[config.mk]
export PLATFORM = sky130hd
export DESIGN_NAME = tcm_core
export DESIGN_NICKNAME = d
export VERILOG_FILES = /design/src/design/tcm_core.v /design/src/design/tcm_desc_mem.v
export VERILOG_INCLUDE_DIRS = /design/src /design/src/design
export SDC_FILE = /design/constraint.sdc
export NUM_CORES = 1
export LEC_CHECK = 0
export ABC_AREA = 1
export BUFFER_PORTS_ARGS = -buffer_cell sky130_fd_sc_hd__buf_2
export CORE_AREA = 2 2 235 237
export DETAILED_ROUTE_END_ITERATION = 16
export DIE_AREA = 0 0 237 239
export GPL_ROUTABILITY_DRIVEN = 0
export PLACE_DENSITY = 0.75
export SLEW_MARGIN = 40
export SYNTH_ARGS = -nofsm -noshare
export SYNTH_HDL_FRONTEND = slang
export SYNTH_SLANG_ARGS = --single-unit
[constraint.sdc]
create_clock -name CLOCK -period 3.7 [get_ports CLOCK]
set_input_delay 0 -clock CLOCK [delete_from_list [all_inputs] [get_ports CLOCK]]
set_output_delay 0 -clock CLOCK [all_outputs]
set_load 0.005 [all_outputs]
[src/design/tcm_regs.vh]
// constants for the transfer controller: register offsets, descriptor layout and field positions
`ifndef TCM_REGS_VH
`define TCM_REGS_VH

// apb register byte offsets
`define TCM_OFF_CTRL 12'h000
`define TCM_OFF_BASE 12'h004
`define TCM_OFF_SWACT 12'h008
`define TCM_OFF_STATUS 12'h00C
`define TCM_OFF_LASTCNT 12'h010

// control register fields and reset values
`define TCM_CTRL_EN_BIT 0
`define TCM_CTRL_RESET 1'h0
`define TCM_BASE_RESET 16'h0000
`define TCM_SWACT_GO_BIT 8

// vector table base and entry stride (bytes)
`define TCM_VEC_BASE 32'h00000400
`define TCM_VEC_STRIDE 32'h00000002

// descriptor word indexes (32-bit words from the start address)
`define TCM_DW_MODECNT 2'h0
`define TCM_DW_AUX 2'h1
`define TCM_DW_SRC 2'h2
`define TCM_DW_DST 2'h3
`define TCM_DESC_WORDS 3'h4

// mode word fields
`define TCM_MW_SM_HI 15
`define TCM_MW_SM_LO 14
`define TCM_MW_DM_HI 13
`define TCM_MW_DM_LO 12
`define TCM_MW_MD_HI 11
`define TCM_MW_MD_LO 10
`define TCM_MW_SZ_HI 9
`define TCM_MW_SZ_LO 8
`define TCM_MW_DTS_BIT 7
`define TCM_MW_INTERRUPT_SELECT_BIT_BIT 5

// operating modes
`define TCM_MD_NORMAL 2'h0
`define TCM_MD_REPEAT 2'h1
`define TCM_MD_BLOCK 2'h2

// address update codes
`define TCM_AU_INC 2'h2
`define TCM_AU_DEC 2'h3

// data unit sizes
`define TCM_SZ_BYTE 2'h0
`define TCM_SZ_WORD 2'h1
`define TCM_SZ_LONG 2'h2

`endif

[src/design/tcm_core.v]
// transfer controller core: descriptor fetch, data move and write-back in three modes
`timescale 1ns/10ps
`default_nettype none
`include "tcm_regs.vh"

module tcm_core (
  // clock and reset
  input wire CLOCK,
  input wire RST_B,
  // apb slave
  input wire PSEL,
  input wire PENABLE,
  input wire PWRITE,
  input wire [11:0] PADDR,
  input wire [31:0] PWDATA,
  output reg [31:0] PRDATA,
  output reg PREADY,
  output reg PSLVERR,
  // hardware activation
  input wire ACT_REQ,
  input wire [7:0] ACT_SRC,
  output reg ACT_ACK,
  // system bus master
  output reg M_REQ,
  output reg M_WE,
  output reg [1:0] M_SIZE,
  output reg [31:0] M_ADDR,
  output reg [31:0] M_WDATA,
  input wire [31:0] M_RDATA,
  input wire M_ACK,
  // cpu side
  output reg CPU_IRQ,
  output reg BUSY
);

  // states
  localparam S_IDLE = 3'h0;
  localparam S_VEC = 3'h1;
  localparam S_RD = 3'h2;
  localparam S_DRD = 3'h3;
  localparam S_DWR = 3'h4;
  localparam S_INT = 3'h5;
  localparam S_WB = 3'h6;
  localparam S_END = 3'h7;

  reg [2:0] state;
  reg ctrl_en;
  reg [15:0] base_hi;
  reg sw_pend;
  reg [7:0] sw_vec;
  reg [7:0] src_num;
  reg [31:0] start_addr;
  reg [1:0] idx;
  reg [15:0] mode_w;
  reg [15:0] cnt;
  reg [31:0] aux;
  reg [31:0] sar;
  reg [31:0] dar;
  reg [31:0] data_buf;
  reg [16:0] blk_left;
  reg irq_due;
  reg [15:0] last_cnt;
  reg mem_we;
  reg [1:0] mem_wa;
  reg [31:0] mem_wd;
  wire [31:0] orig_addr;

  // mode word decode drives size and stepping of every data access; vector and descriptor accesses use fixed sizes
  wire [1:0] f_sm = mode_w[`TCM_MW_SM_HI:`TCM_MW_SM_LO];
  wire [1:0] f_dm = mode_w[`TCM_MW_DM_HI:`TCM_MW_DM_LO];
  wire [1:0] f_md = mode_w[`TCM_MW_MD_HI:`TCM_MW_MD_LO];
  wire [1:0] f_sz = mode_w[`TCM_MW_SZ_HI:`TCM_MW_SZ_LO];
  wire f_dts = mode_w[`TCM_MW_DTS_BIT];
  wire f_interrupt_select_bit = mode_w[`TCM_MW_INTERRUPT_SELECT_BIT_BIT];
  wire [31:0] step = (f_sz == `TCM_SZ_BYTE) ? 32'h00000001 :
                     (f_sz == `TCM_SZ_WORD) ? 32'h00000002 : 32'h00000004;
  wire [31:0] next_sar = (f_sm == `TCM_AU_INC) ? sar + step :
                         (f_sm == `TCM_AU_DEC) ? sar - step : sar;
  wire [31:0] next_dar = (f_dm == `TCM_AU_INC) ? dar + step :
                         (f_dm == `TCM_AU_DEC) ? dar - step : dar;

  // apb decode
  wire apb_setup = PSEL & ~PENABLE;
  wire apb_wr = PSEL & PENABLE & PWRITE & PREADY;
  wire addr_ok = (PADDR == `TCM_OFF_CTRL) || (PADDR == `TCM_OFF_BASE) || (PADDR == `TCM_OFF_SWACT) ||
                 (PADDR == `TCM_OFF_STATUS) || (PADDR == `TCM_OFF_LASTCNT);
  wire sw_set = apb_wr & (PADDR == `TCM_OFF_SWACT) & PWDATA[`TCM_SWACT_GO_BIT];
  wire can_start = (state == S_IDLE) & ctrl_en;
  wire take_hw = can_start & ACT_REQ;
  wire take_sw = can_start & ~ACT_REQ & sw_pend;

  // original source/destination as fetched, used to restore the block area
  tcm_desc_mem #(
    .DW(32),
    .DEPTH(4),
    .AW(2)
  ) u_desc (
    .clk(CLOCK),
    .wr_en(mem_we),
    .wr_addr(mem_wa),
    .wr_data(mem_wd),
    .rd_addr(f_dts ? `TCM_DW_SRC : `TCM_DW_DST),
    .rd_data(orig_addr)
  );

  // apb slave: zero wait state, answer prepared during the setup cycle
  always @(posedge CLOCK or negedge RST_B) begin
    if (!RST_B) begin
      PREADY <= 1'b0;
      PSLVERR <= 1'b0;
      PRDATA <= 32'h00000000;
    end else begin
      PREADY <= apb_setup;
      PSLVERR <= apb_setup & ~addr_ok;
      PRDATA <= 32'h00000000;
      if (apb_setup & ~PWRITE) begin
        case (PADDR)
          `TCM_OFF_CTRL: PRDATA <= {31'h00000000, ctrl_en};
          `TCM_OFF_BASE: PRDATA <= {base_hi, 16'h0000};
          `TCM_OFF_SWACT: PRDATA <= {23'h000000, sw_pend, sw_vec};
          `TCM_OFF_STATUS: PRDATA <= {24'h000000, src_num[4:0], state};
          `TCM_OFF_LASTCNT: PRDATA <= {16'h0000, last_cnt};
          default: PRDATA <= 32'h00000000;
        endcase
      end
    end
  end

  // software-visible control; a new software request wins over its own clear on acceptance
  always @(posedge CLOCK or negedge RST_B) begin
    if (!RST_B) begin
      ctrl_en <= `TCM_CTRL_RESET;
      base_hi <= `TCM_BASE_RESET;
      sw_pend <= 1'b0;
      sw_vec <= 8'h00;
    end else begin
      if (apb_wr & (PADDR == `TCM_OFF_CTRL)) begin
        ctrl_en <= PWDATA[`TCM_CTRL_EN_BIT];
      end
      if (apb_wr & (PADDR == `TCM_OFF_BASE)) begin
        base_hi <= PWDATA[31:16];
      end
      if (sw_set) begin
        sw_pend <= 1'b1;
        sw_vec <= PWDATA[7:0];
      end else if (take_sw) begin
        sw_pend <= 1'b0;
      end
    end
  end

  // main sequencer: vector, descriptor read, data moves, internal step, write-back
  always @(posedge CLOCK or negedge RST_B) begin
    if (!RST_B) begin
      state <= S_IDLE;
      src_num <= 8'h00;
      start_addr <= 32'h00000000;
      idx <= 2'h0;
      mode_w <= 16'h0000;
      cnt <= 16'h0000;
      aux <= 32'h00000000;
      sar <= 32'h00000000;
      dar <= 32'h00000000;
      data_buf <= 32'h00000000;
      blk_left <= 17'h00000;
      irq_due <= 1'b0;
      last_cnt <= 16'h0000;
      mem_we <= 1'b0;
      mem_wa <= 2'h0;
      mem_wd <= 32'h00000000;
      M_REQ <= 1'b0;
      M_WE <= 1'b0;
      M_SIZE <= 2'h0;
      M_ADDR <= 32'h00000000;
      M_WDATA <= 32'h00000000;
      ACT_ACK <= 1'b0;
      CPU_IRQ <= 1'b0;
      BUSY <= 1'b0;
    end else begin
      ACT_ACK <= 1'b0;
      CPU_IRQ <= 1'b0;
      mem_we <= 1'b0;
      case (state)
        S_IDLE: begin
          BUSY <= 1'b0;
          if (take_hw | take_sw) begin
            src_num <= take_hw ? ACT_SRC : sw_vec;
            ACT_ACK <= take_hw;
            BUSY <= 1'b1;
            state <= S_VEC;
          end
        end
        // one 16-bit vector read per activation
        S_VEC: begin
          if (!M_REQ) begin
            M_REQ <= 1'b1;
            M_WE <= 1'b0;
            M_SIZE <= `TCM_SZ_WORD;
            M_ADDR <= `TCM_VEC_BASE + {23'h000000, src_num, 1'b0};
          end else if (M_ACK) begin
            M_REQ <= 1'b0;
            start_addr <= {base_hi, M_RDATA[15:0]};
            idx <= 2'h0;
            state <= S_RD;
          end
        end
        // four longword descriptor reads; word 1 holds unused bytes, initial address or length
        S_RD: begin
          if (!M_REQ) begin
            M_REQ <= 1'b1;
            M_WE <= 1'b0;
            M_SIZE <= `TCM_SZ_LONG;
            M_ADDR <= start_addr + {28'h0000000, idx, 2'h0};
          end else if (M_ACK) begin
            M_REQ <= 1'b0;
            mem_we <= 1'b1;
            mem_wa <= idx;
            mem_wd <= M_RDATA;
            case (idx)
              `TCM_DW_MODECNT: begin
                mode_w <= M_RDATA[31:16];
                cnt <= M_RDATA[15:0];
              end
              `TCM_DW_AUX: aux <= M_RDATA;
              `TCM_DW_SRC: sar <= M_RDATA;
              default: dar <= M_RDATA;
            endcase
            idx <= idx + 2'h1;
            if (idx == `TCM_DW_DST) begin
              // block length 0 stands for 65536 units
              blk_left <= (aux[15:0] == 16'h0000) ? 17'h10000 : {1'b0, aux[15:0]};
              state <= S_DRD;
            end
          end
        end
        // data read of one unit
        S_DRD: begin
          if (!M_REQ) begin
            M_REQ <= 1'b1;
            M_WE <= 1'b0;
            M_SIZE <= f_sz;
            M_ADDR <= sar;
          end else if (M_ACK) begin
            M_REQ <= 1'b0;
            data_buf <= M_RDATA;
            state <= S_DWR;
          end
        end
        // data write of one unit; block mode loops for the whole block
        S_DWR: begin
          if (!M_REQ) begin
            M_REQ <= 1'b1;
            M_WE <= 1'b1;
            M_SIZE <= f_sz;
            M_ADDR <= dar;
            M_WDATA <= data_buf;
          end else if (M_ACK) begin
            M_REQ <= 1'b0;
            M_WE <= 1'b0;
            sar <= next_sar;
            dar <= next_dar;
            blk_left <= blk_left - 17'h00001;
            if ((f_md == `TCM_MD_BLOCK) && (blk_left != 17'h00001)) begin
              state <= S_DRD;
            end else begin
              state <= S_INT;
            end
          end
        end
        // internal step: compute the values to write back
        S_INT: begin
          idx <= `TCM_DW_MODECNT;
          state <= S_WB;
          case (f_md)
            `TCM_MD_REPEAT: begin
              // low byte 0 stands for 256 transfers
              if (cnt[7:0] == 8'h01) begin
                cnt[7:0] <= cnt[15:8];
                if (f_dts) begin
                  sar <= aux;
                end else begin
                  dar <= aux;
                end
              end else begin
                cnt[7:0] <= cnt[7:0] - 8'h01;
              end
              irq_due <= f_interrupt_select_bit;
            end
            `TCM_MD_BLOCK: begin
              cnt <= cnt - 16'h0001;
              if (f_dts) begin
                sar <= orig_addr;
              end else begin
                dar <= orig_addr;
              end
              irq_due <= f_interrupt_select_bit | (cnt == 16'h0001);
            end
            default: begin
              cnt <= cnt - 16'h0001;
              irq_due <= f_interrupt_select_bit | (cnt == 16'h0001);
            end
          endcase
        end
        // three write-backs: mode/count, source, destination; word 1 never written
        S_WB: begin
          if (!M_REQ) begin
            M_REQ <= 1'b1;
            M_WE <= 1'b1;
            M_SIZE <= `TCM_SZ_LONG;
            M_ADDR <= start_addr + {28'h0000000, idx, 2'h0};
            M_WDATA <= (idx == `TCM_DW_MODECNT) ? {mode_w, cnt} :
                       (idx == `TCM_DW_SRC) ? sar : dar;
          end else if (M_ACK) begin
            M_REQ <= 1'b0;
            M_WE <= 1'b0;
            if (idx == `TCM_DW_MODECNT) begin
              idx <= `TCM_DW_SRC;
            end else if (idx == `TCM_DW_SRC) begin
              idx <= `TCM_DW_DST;
            end else begin
              state <= S_END;
            end
          end
        end
        S_END: begin
          CPU_IRQ <= irq_due;
          last_cnt <= cnt;
          BUSY <= 1'b0;
          state <= S_IDLE;
        end
        default: state <= S_IDLE;
      endcase
    end
  end

endmodule // tcm_core

`default_nettype wire

[src/design/tcm_desc_mem.v]
// small descriptor store with registered read data
`timescale 1ns/10ps
`default_nettype none

module tcm_desc_mem #(
  parameter DW = 32,
  parameter DEPTH = 4,
  parameter AW = 2
) (
  // clock
  input wire clk,
  // write port
  input wire wr_en,
  input wire [AW-1:0] wr_addr,
  input wire [DW-1:0] wr_data,
  // read port
  input wire [AW-1:0] rd_addr,
  output reg [DW-1:0] rd_data
);

  reg [DW-1:0] mem [0:DEPTH-1];

  // storage needs no reset: every word is written before it is read
  always @(posedge clk) begin
    if (wr_en) begin
      mem[wr_addr] <= wr_data;
    end
    rd_data <= mem[rd_addr];
  end

endmodule // tcm_desc_mem

`default_nettype wire

# --- Word-level counts from Yosys, hierarchy flattened ---
# Memories as Yosys holds them, arrays and structs flattened. A register that Yosys moved wholly into a read port is not among the register bits.
# Index checks and enable logic that the tools add are counted.
classes:
  add_sub_neg: 10
  eq_ne: 59
  n_mux: 102
  n_bitwise: 20
  reduce_logical: 43
ops:
  columns: ["operator", "n"]
  rows:
  - ["32-bit 2-to-1 mux", 29]
  - ["32-bit one-hot mux with 2 select lines", 3]
  - ["32-bit one-hot mux with 3 select lines", 2]
  - ["32-bit one-hot mux with 5 select lines", 1]
  - ["32-bit one-hot mux with 4 select lines", 1]
  - ["17-bit 2-to-1 mux", 6]
  - ["32-bit by 3-bit adder with 32-bit output", 2]
  - ["32-bit by 3-bit subtractor with 32-bit output", 2]
  - ["3-bit 2-to-1 mux", 17]
  - ["16-bit 2-to-1 mux", 3]
  - ["2-bit inequality test (second input constant)", 24]
  - ["17-bit one-hot mux with 2 select lines", 1]
  - ["32-bit by 4-bit adder with 32-bit output", 1]
  - ["8-bit 2-to-1 mux", 4]
  - ["16-bit one-hot mux with 2 select lines", 1]
  - ["3-bit inequality test (second input constant)", 9]
  - ["12-bit by 4-bit equality test with 1-bit output (second input constant)", 2]
  - ["3-bit one-hot mux with 8 select lines", 1]
  - ["2-bit 2-to-1 mux", 11]
  - ["11-bit AND reduction", 2]
  - ["1-bit 2-to-1 mux", 18]
  - ["17-bit by 1-bit inequality test with 1-bit output (second input constant)", 1]
  - ["17-bit by 1-bit subtractor with 17-bit output (second input constant)", 1]
  - ["16-bit by 1-bit equality test with 1-bit output (second input constant)", 1]
  - ["39 further kinds", 91]
word_totals:
  register_bits: 405
  ramBits: 128
  output_inout_bits: 105
  wordCells: 267
  mem_count: 1
memory_table:
  columns: ["memory", "words", "word_bits", "rd", "rd_clocked_by_memory_dff", "write_ports", "line_no", "rtl"]
  rows:
  - ["u_desc.mem", 4, 32, 1, 1, 1, "tcm_desc_mem.v:21", "reg [DW-1:0] mem [0:DEPTH-1];"]

# --- Longest topological paths before layout ---
depth:
  word_depth: 9
  ltp_mapped: 19
  mapped_depth_nobuf: 19

# --- Modules after synthesis ---
# Synthesis repeated with hierarchy kept, for this count alone.
unflattened:
  hier_cells: 3855
  hier_area_um2: 30005.0
by_module_without_submodules:
  columns: ["mod", "instances", "cells_each", "area_per_inst_um2", "seq_area_each_um2"]
  rows:
  - ["tcm_core", 1, 3314, 23926.7, 10134.7]
  - ["tcm_desc_mem", 1, 541, 6078.3, 4484.3]

# --- Worst setup path before layout ---
# No wires, ideal clock.
synth_timing:
  kind: "register -> register"
  from: "register mem_wa[0]"
  to: "memory u_desc.mem[2][0], enable pin"
  arrival_ps: 2627
  setup_slack_ps: 612
  stages_incl_launch_ff: 2
  path_buffers: 0
  period_less_slack_ps: 3088
  path_cell_list: "dfrtp_1 nor3_1"
synth_lines:
  columns: ["element", "line_no", "rtl"]
  rows:
  - ["from (decl)", "tcm_core.v:64", "reg [1:0] mem_wa;"]
  - ["from (signal assigned)", "tcm_core.v:217", "mem_wa <= idx;"]
  - ["to (decl)", "tcm_desc_mem.v:21", null]
# Straight into the memory's write port.

# --- Final worst setup path ---
layout_timing:
  from: "input port PADDR[6]"
  to: "register PRDATA[8]"
layout_via:
  elab_chain_len: 3
layout_rtl:
  columns: ["element", "line_no", "rtl"]
  rows:
  - ["from (decl)", "tcm_core.v:14", "input wire [11:0] PADDR,"]
  - ["12-bit by 5-bit equality test with 1-bit output, or another cell as far along", "tcm_core.v:117", "case (PADDR)"]
  - ["32-bit one-hot mux with 5 select lines (*)", "tcm_core.v:117", null]
  - ["32-bit 2-to-1 mux (*)", "tcm_core.v:116", "if (apb_setup & ~PWRITE) begin"]
  - ["to (signal assigned)", "tcm_core.v:118", "`TCM_OFF_CTRL: PRDATA <= {31'h00000000, ctrl_en};"]
  - ["to (signal assigned)", "tcm_core.v:119", "`TCM_OFF_BASE: PRDATA <= {base_hi, 16'h0000};"]
  - ["to (signal assigned)", "tcm_core.v:120", "`TCM_OFF_SWACT: PRDATA <= {23'h000000, sw_pend, sw_vec};"]
  - ["to (decl)", "tcm_core.v:16", "output reg [31:0] PRDATA,"]
# Every way passes the cells marked *; elsewhere a longest branch is shown, timed or not.
# A chain may end at the register's enable or synchronous reset.

==> summary.txt <==
Status
  • Run status: finished clean

Setup path
  • Buffers plus inverters on the worst setup path: 6
  • CP peak stage delay: 0.63 ns
  • Worst-path fanout max: 5
  • CP Depth: 11
  • CP Capture Type: register
  • Crit-path leading delay family: buffers and inverters
  • Startpoint type of the worst setup path: input port
  • CP dominant cell by count: dlygate4sd3_1
  • WP data required: 4.22 ns
  • Crit path max-delay cell type: dlygate4sd3_1
  • Kind of critical path: in2reg
  • Worst r2r path cells: 18
  • Crit path cell chain: dlygate4sd3_1 > buf_2 > nor2_1 > dlygate4sd3_1 > nand3_1 > dlygate4sd3_1 > nor2_1 > dlygate4sd3_1 > nand3_1 > dlygate4sd3_1 > a21oi_1
  • CP arrival: 3.84 ns

STA
  • Worst Hold Slack: 0.0898 ns
  • Tcrit/Tclk final: 0.896
  • Layout Skew: 0.0370 ns
  • Period minus WS final: 3.32 ns
  • RSZ-0062 raised after global routing: false
  • Actual slew at the worst max-slew pin: 0.928 ns
  • Sum Neg Setup Slack: 0 ns
  • Max-slew violation count: 0
  • Final setup fails: 0
  • Worst relative slew slack: 0.379
  • Final hold viol count: 0
  • Max Fclk: 302 MHz

Floorplanning
  • Initial Utilization: 0.492
  • Die H: 239 µm
  • Die ar.: 56,600 µm²
  • # IOs: 196
  • Num rows: 86
  • Core area: 54,300 µm²
  • Die X: 237 µm

Route
  • Initial drt markers: 3,060
  • Vias post-DR: 25,807
  • Total wire length: 87,500 µm
  • TritonRoute pass-1 iters: 8
  • DRT antenna net count: 0
  • DRC viols: 0
  • Routed WL per cell: 19.5 µm
  • Drt via density: 5.76

Yosys
  • Yosys reg bits: 501
  • Syn_nets: 3,649
  • Syn avg cell area: 7.68 µm²
  • Dominant cells by area after synthesis: dfrtp_1 (38%), nand2_1 (14%), edfxtp_1 (7.2%), o21ai_0 (5.5%), nor2_1 (5.2%)
  • Sequential element share of the synthesized area: 0.475
  • Area leader, netlist: dfrtp_1
  • Mapped Cells: 3,483
  • Area share of the largest cell type after synthesis: 0.379
  • Warnings from Yosys: 0
  • Synth unique cells: 56
  • Mapped cell area: 26,800 µm²
  • Number of flops mapped to enable cells by yosys: 64
  • Async set-or-reset flop fraction in the synthesized netlist: 0.808
  • Synth Flop Type: dfrtp_1

CTS
  • CTS tree: done
  • Clock Sinks: 501
  • Clk root buf: clkbuf_16
  • H-tree level count: 2
  • Setup repair bufs after CTS: 0
  • Total CTS buffers: 51
  • Maximum root-to-sink buffer count: 3
  • Worst-Skew Late Latency: 0.62 ns
  • Clk slew on worst S/H paths: 0.06 ns

Power
  • Reg power frac: 0.338
  • Pwr/cell area: 866 nW/µm²
  • Int Pwr: 0.0148 W
  • Clock power share: 0.197
  • Net switching power: 0.0123 W
  • Switching part of the total: 0.454
  • Tot Pwr: 0.0270 W
  • Combinational share of power: 0.465
  • Leak Pwr: 14.9 nW
  • Maximum VDD drop: 0.429 mV

GRT
  • Largest net degree at the start of global routing: 96
  • First-pass GRT wire length: 135,000 µm
  • GRT Overall Usage: 0.308
  • Antenna violations before repair: 1
  • Gr ovfl total: 0
  • Vias in the first global route: 24,231

Final layout
  • Share of cells above drive strength 1: 0.102
  • Area growth syn-to-layout: 16.5%
  • Layout net count: 3,903
  • Final core occ: 0.574
  • Fin cells: 4,484

Place
  • Hpwl dp: 62,900 µm
  • Placed Cells: 4,292
  • Buffers added on ports: 188

Job
  • Max Cap Violations: 0

Hold path
  • Hold depth: 6
  • Hold Path Class: in2reg
==> state kept, by name (all words and copies together), names as in the netlist, 17 cells and up <==
register        flops
dar                32
aux                32
u_desc.rd_data     32
start_addr         32
blk_left           17
u_desc.mem         64
sar                32
M_WDATA            32
mem_wd             32
PRDATA             32
M_ADDR             32
data_buf           32
==> layout by cell type, fill, tap and decap left out, drive strengths merged, types with 23 or more instances in the layout <==
cell         count
o21ai          297
edfxtp          64
dfxtp           32
ha              72
dlygate4sd3     95
nand3          177
clkbuf          67
buf            233
nand2         1009
a2bb2oi         31
inv            344
dfrtp          405
nor3            59
mux2            23
nor2           375
a21oi          249
==> worst reg2reg max path, stage by stage, from the launching register on <==
cell     delay (ns)
dfrtp_1        0.43
inv_1          0.06
nor2_1         0.19
inv_1          0.12
o21ai_0        0.41
inv_1          0.09
ha_1           0.29
nand2_1        0.05
inv_1          0.08
nand3_1        0.08
nand2_1        0.20
nand2_1        0.08
nand2_1        0.10
nand2_1        0.06
nand2_1        0.16
nand2_1        0.12
nand3_1        0.09
nand3_1        0.08
a21oi_1        0.15
==> final timing paths <==
kind                             startpoint                 to  slack, ns
max                                PADDR[6]          PRDATA[8]       0.38
min reg2reg                u_desc.mem[3][5]  u_desc.rd_data[5]       0.42
min in group asynchronous             RST_B        blk_left[5]       0.36
max reg2reg                      mode_w[15]            sar[29]       0.77
max in group asynchronous             RST_B            dar[23]       2.16
min                                PADDR[7]          PRDATA[2]       0.09
==> layer usage <==
metal / vias up / GRT usage / wire length (µm)
li1: 12020 / - / -
met2: 1443 / 0.479 / 38600
met4: 0 / 0.149 / 4650
met1: 12073 / 0.415 / 35100
met5: - / 0 / 0
met3: 271 / 0.0620 / 9040
==> synthesized netlist by cell type, drive strengths merged, types with 5 or more instances <==
| library cell | number |
|---|---|
| nand3 | 177 |
| o211ai | 15 |
| a22oi | 22 |
| o22ai | 19 |
| nand2 | 1009 |
| buf | 41 |
| dfxtp | 32 |
| o21ai | 297 |
| a21oi | 249 |
| o32ai | 22 |
| edfxtp | 64 |
| dfrtp | 405 |
| clkbuf | 86 |
| nand3b | 18 |
| o21a | 6 |
| xnor2 | 5 |
| xor2 | 13 |
| nor4 | 13 |
| nand4 | 19 |
| nor2 | 375 |
| ha | 72 |
| o21bai | 7 |
| a2bb2oi | 31 |
| inv | 343 |
| or2 | 12 |
| mux2 | 23 |
| a31oi | 17 |
| nor3 | 59 |
==> area by class of cell <==
class / instances / area (µm²)
diodes: 1 / 2.50
clock buffers: 67 / 1420
clock inverters: 28 / 307
fillers: 4834 / 23200
inverters: 346 / 1300
multi-input cells: 2509 / 12300
flip-flops and latches: 501 / 12700
well taps: 704 / 881
repair buffers: 328 / 2300
==> through the flow <==
stage                     cell area, µm²  setup WS, ns
after floorplan                    26800         0.612
after global placement             28400         0.881
after detailed placement           28500         0.823
after CTS                          31100         0.626
after global routing               31200         0.249
final                              31200         0.384
==> repair_timing <==
| item | CTS | global route |
|---|---|---|
| hold buffers | 94 | 1 |
| endpoints found under the hold margin | 288 | 19 |
| gates resized for setup | 0 | 0 |
==> power groups by stage <==
stage / clock network, W / logic [W] / registers [W]
after CTS: 0.00537 / 0.0123 / 0.00905
after global placement: 0 / 0.0119 / 0.00908
after floorplan: 0 / 0.00882 / 0.00851
after global routing: 0.00560 / 0.0141 / 0.00927
after detailed placement: 0 / 0.0121 / 0.00913
final: 0.00533 / 0.0126 / 0.00912
==> cells by family (layout without fill, tap and decap cells) <==
kind of cell / after synthesis / count (layout) / share of synthesized area
and+or+nand+nor: 1690 / 1690 / 0.257
buffers and inverters: 473 / 769 / 0.0688
DFF: 501 / 501 / 0.475
AOI/OAI and AO/OA: 703 / 703 / 0.148
adders and majority gates: 75 / 75 / 0.0359
other: 0 / 1 / 0
xor gates and xnor gates: 18 / 18 / 0.00589
muxes: 23 / 23 / 0.00968
No activity file was read; power rests on OpenSTA's default activity.
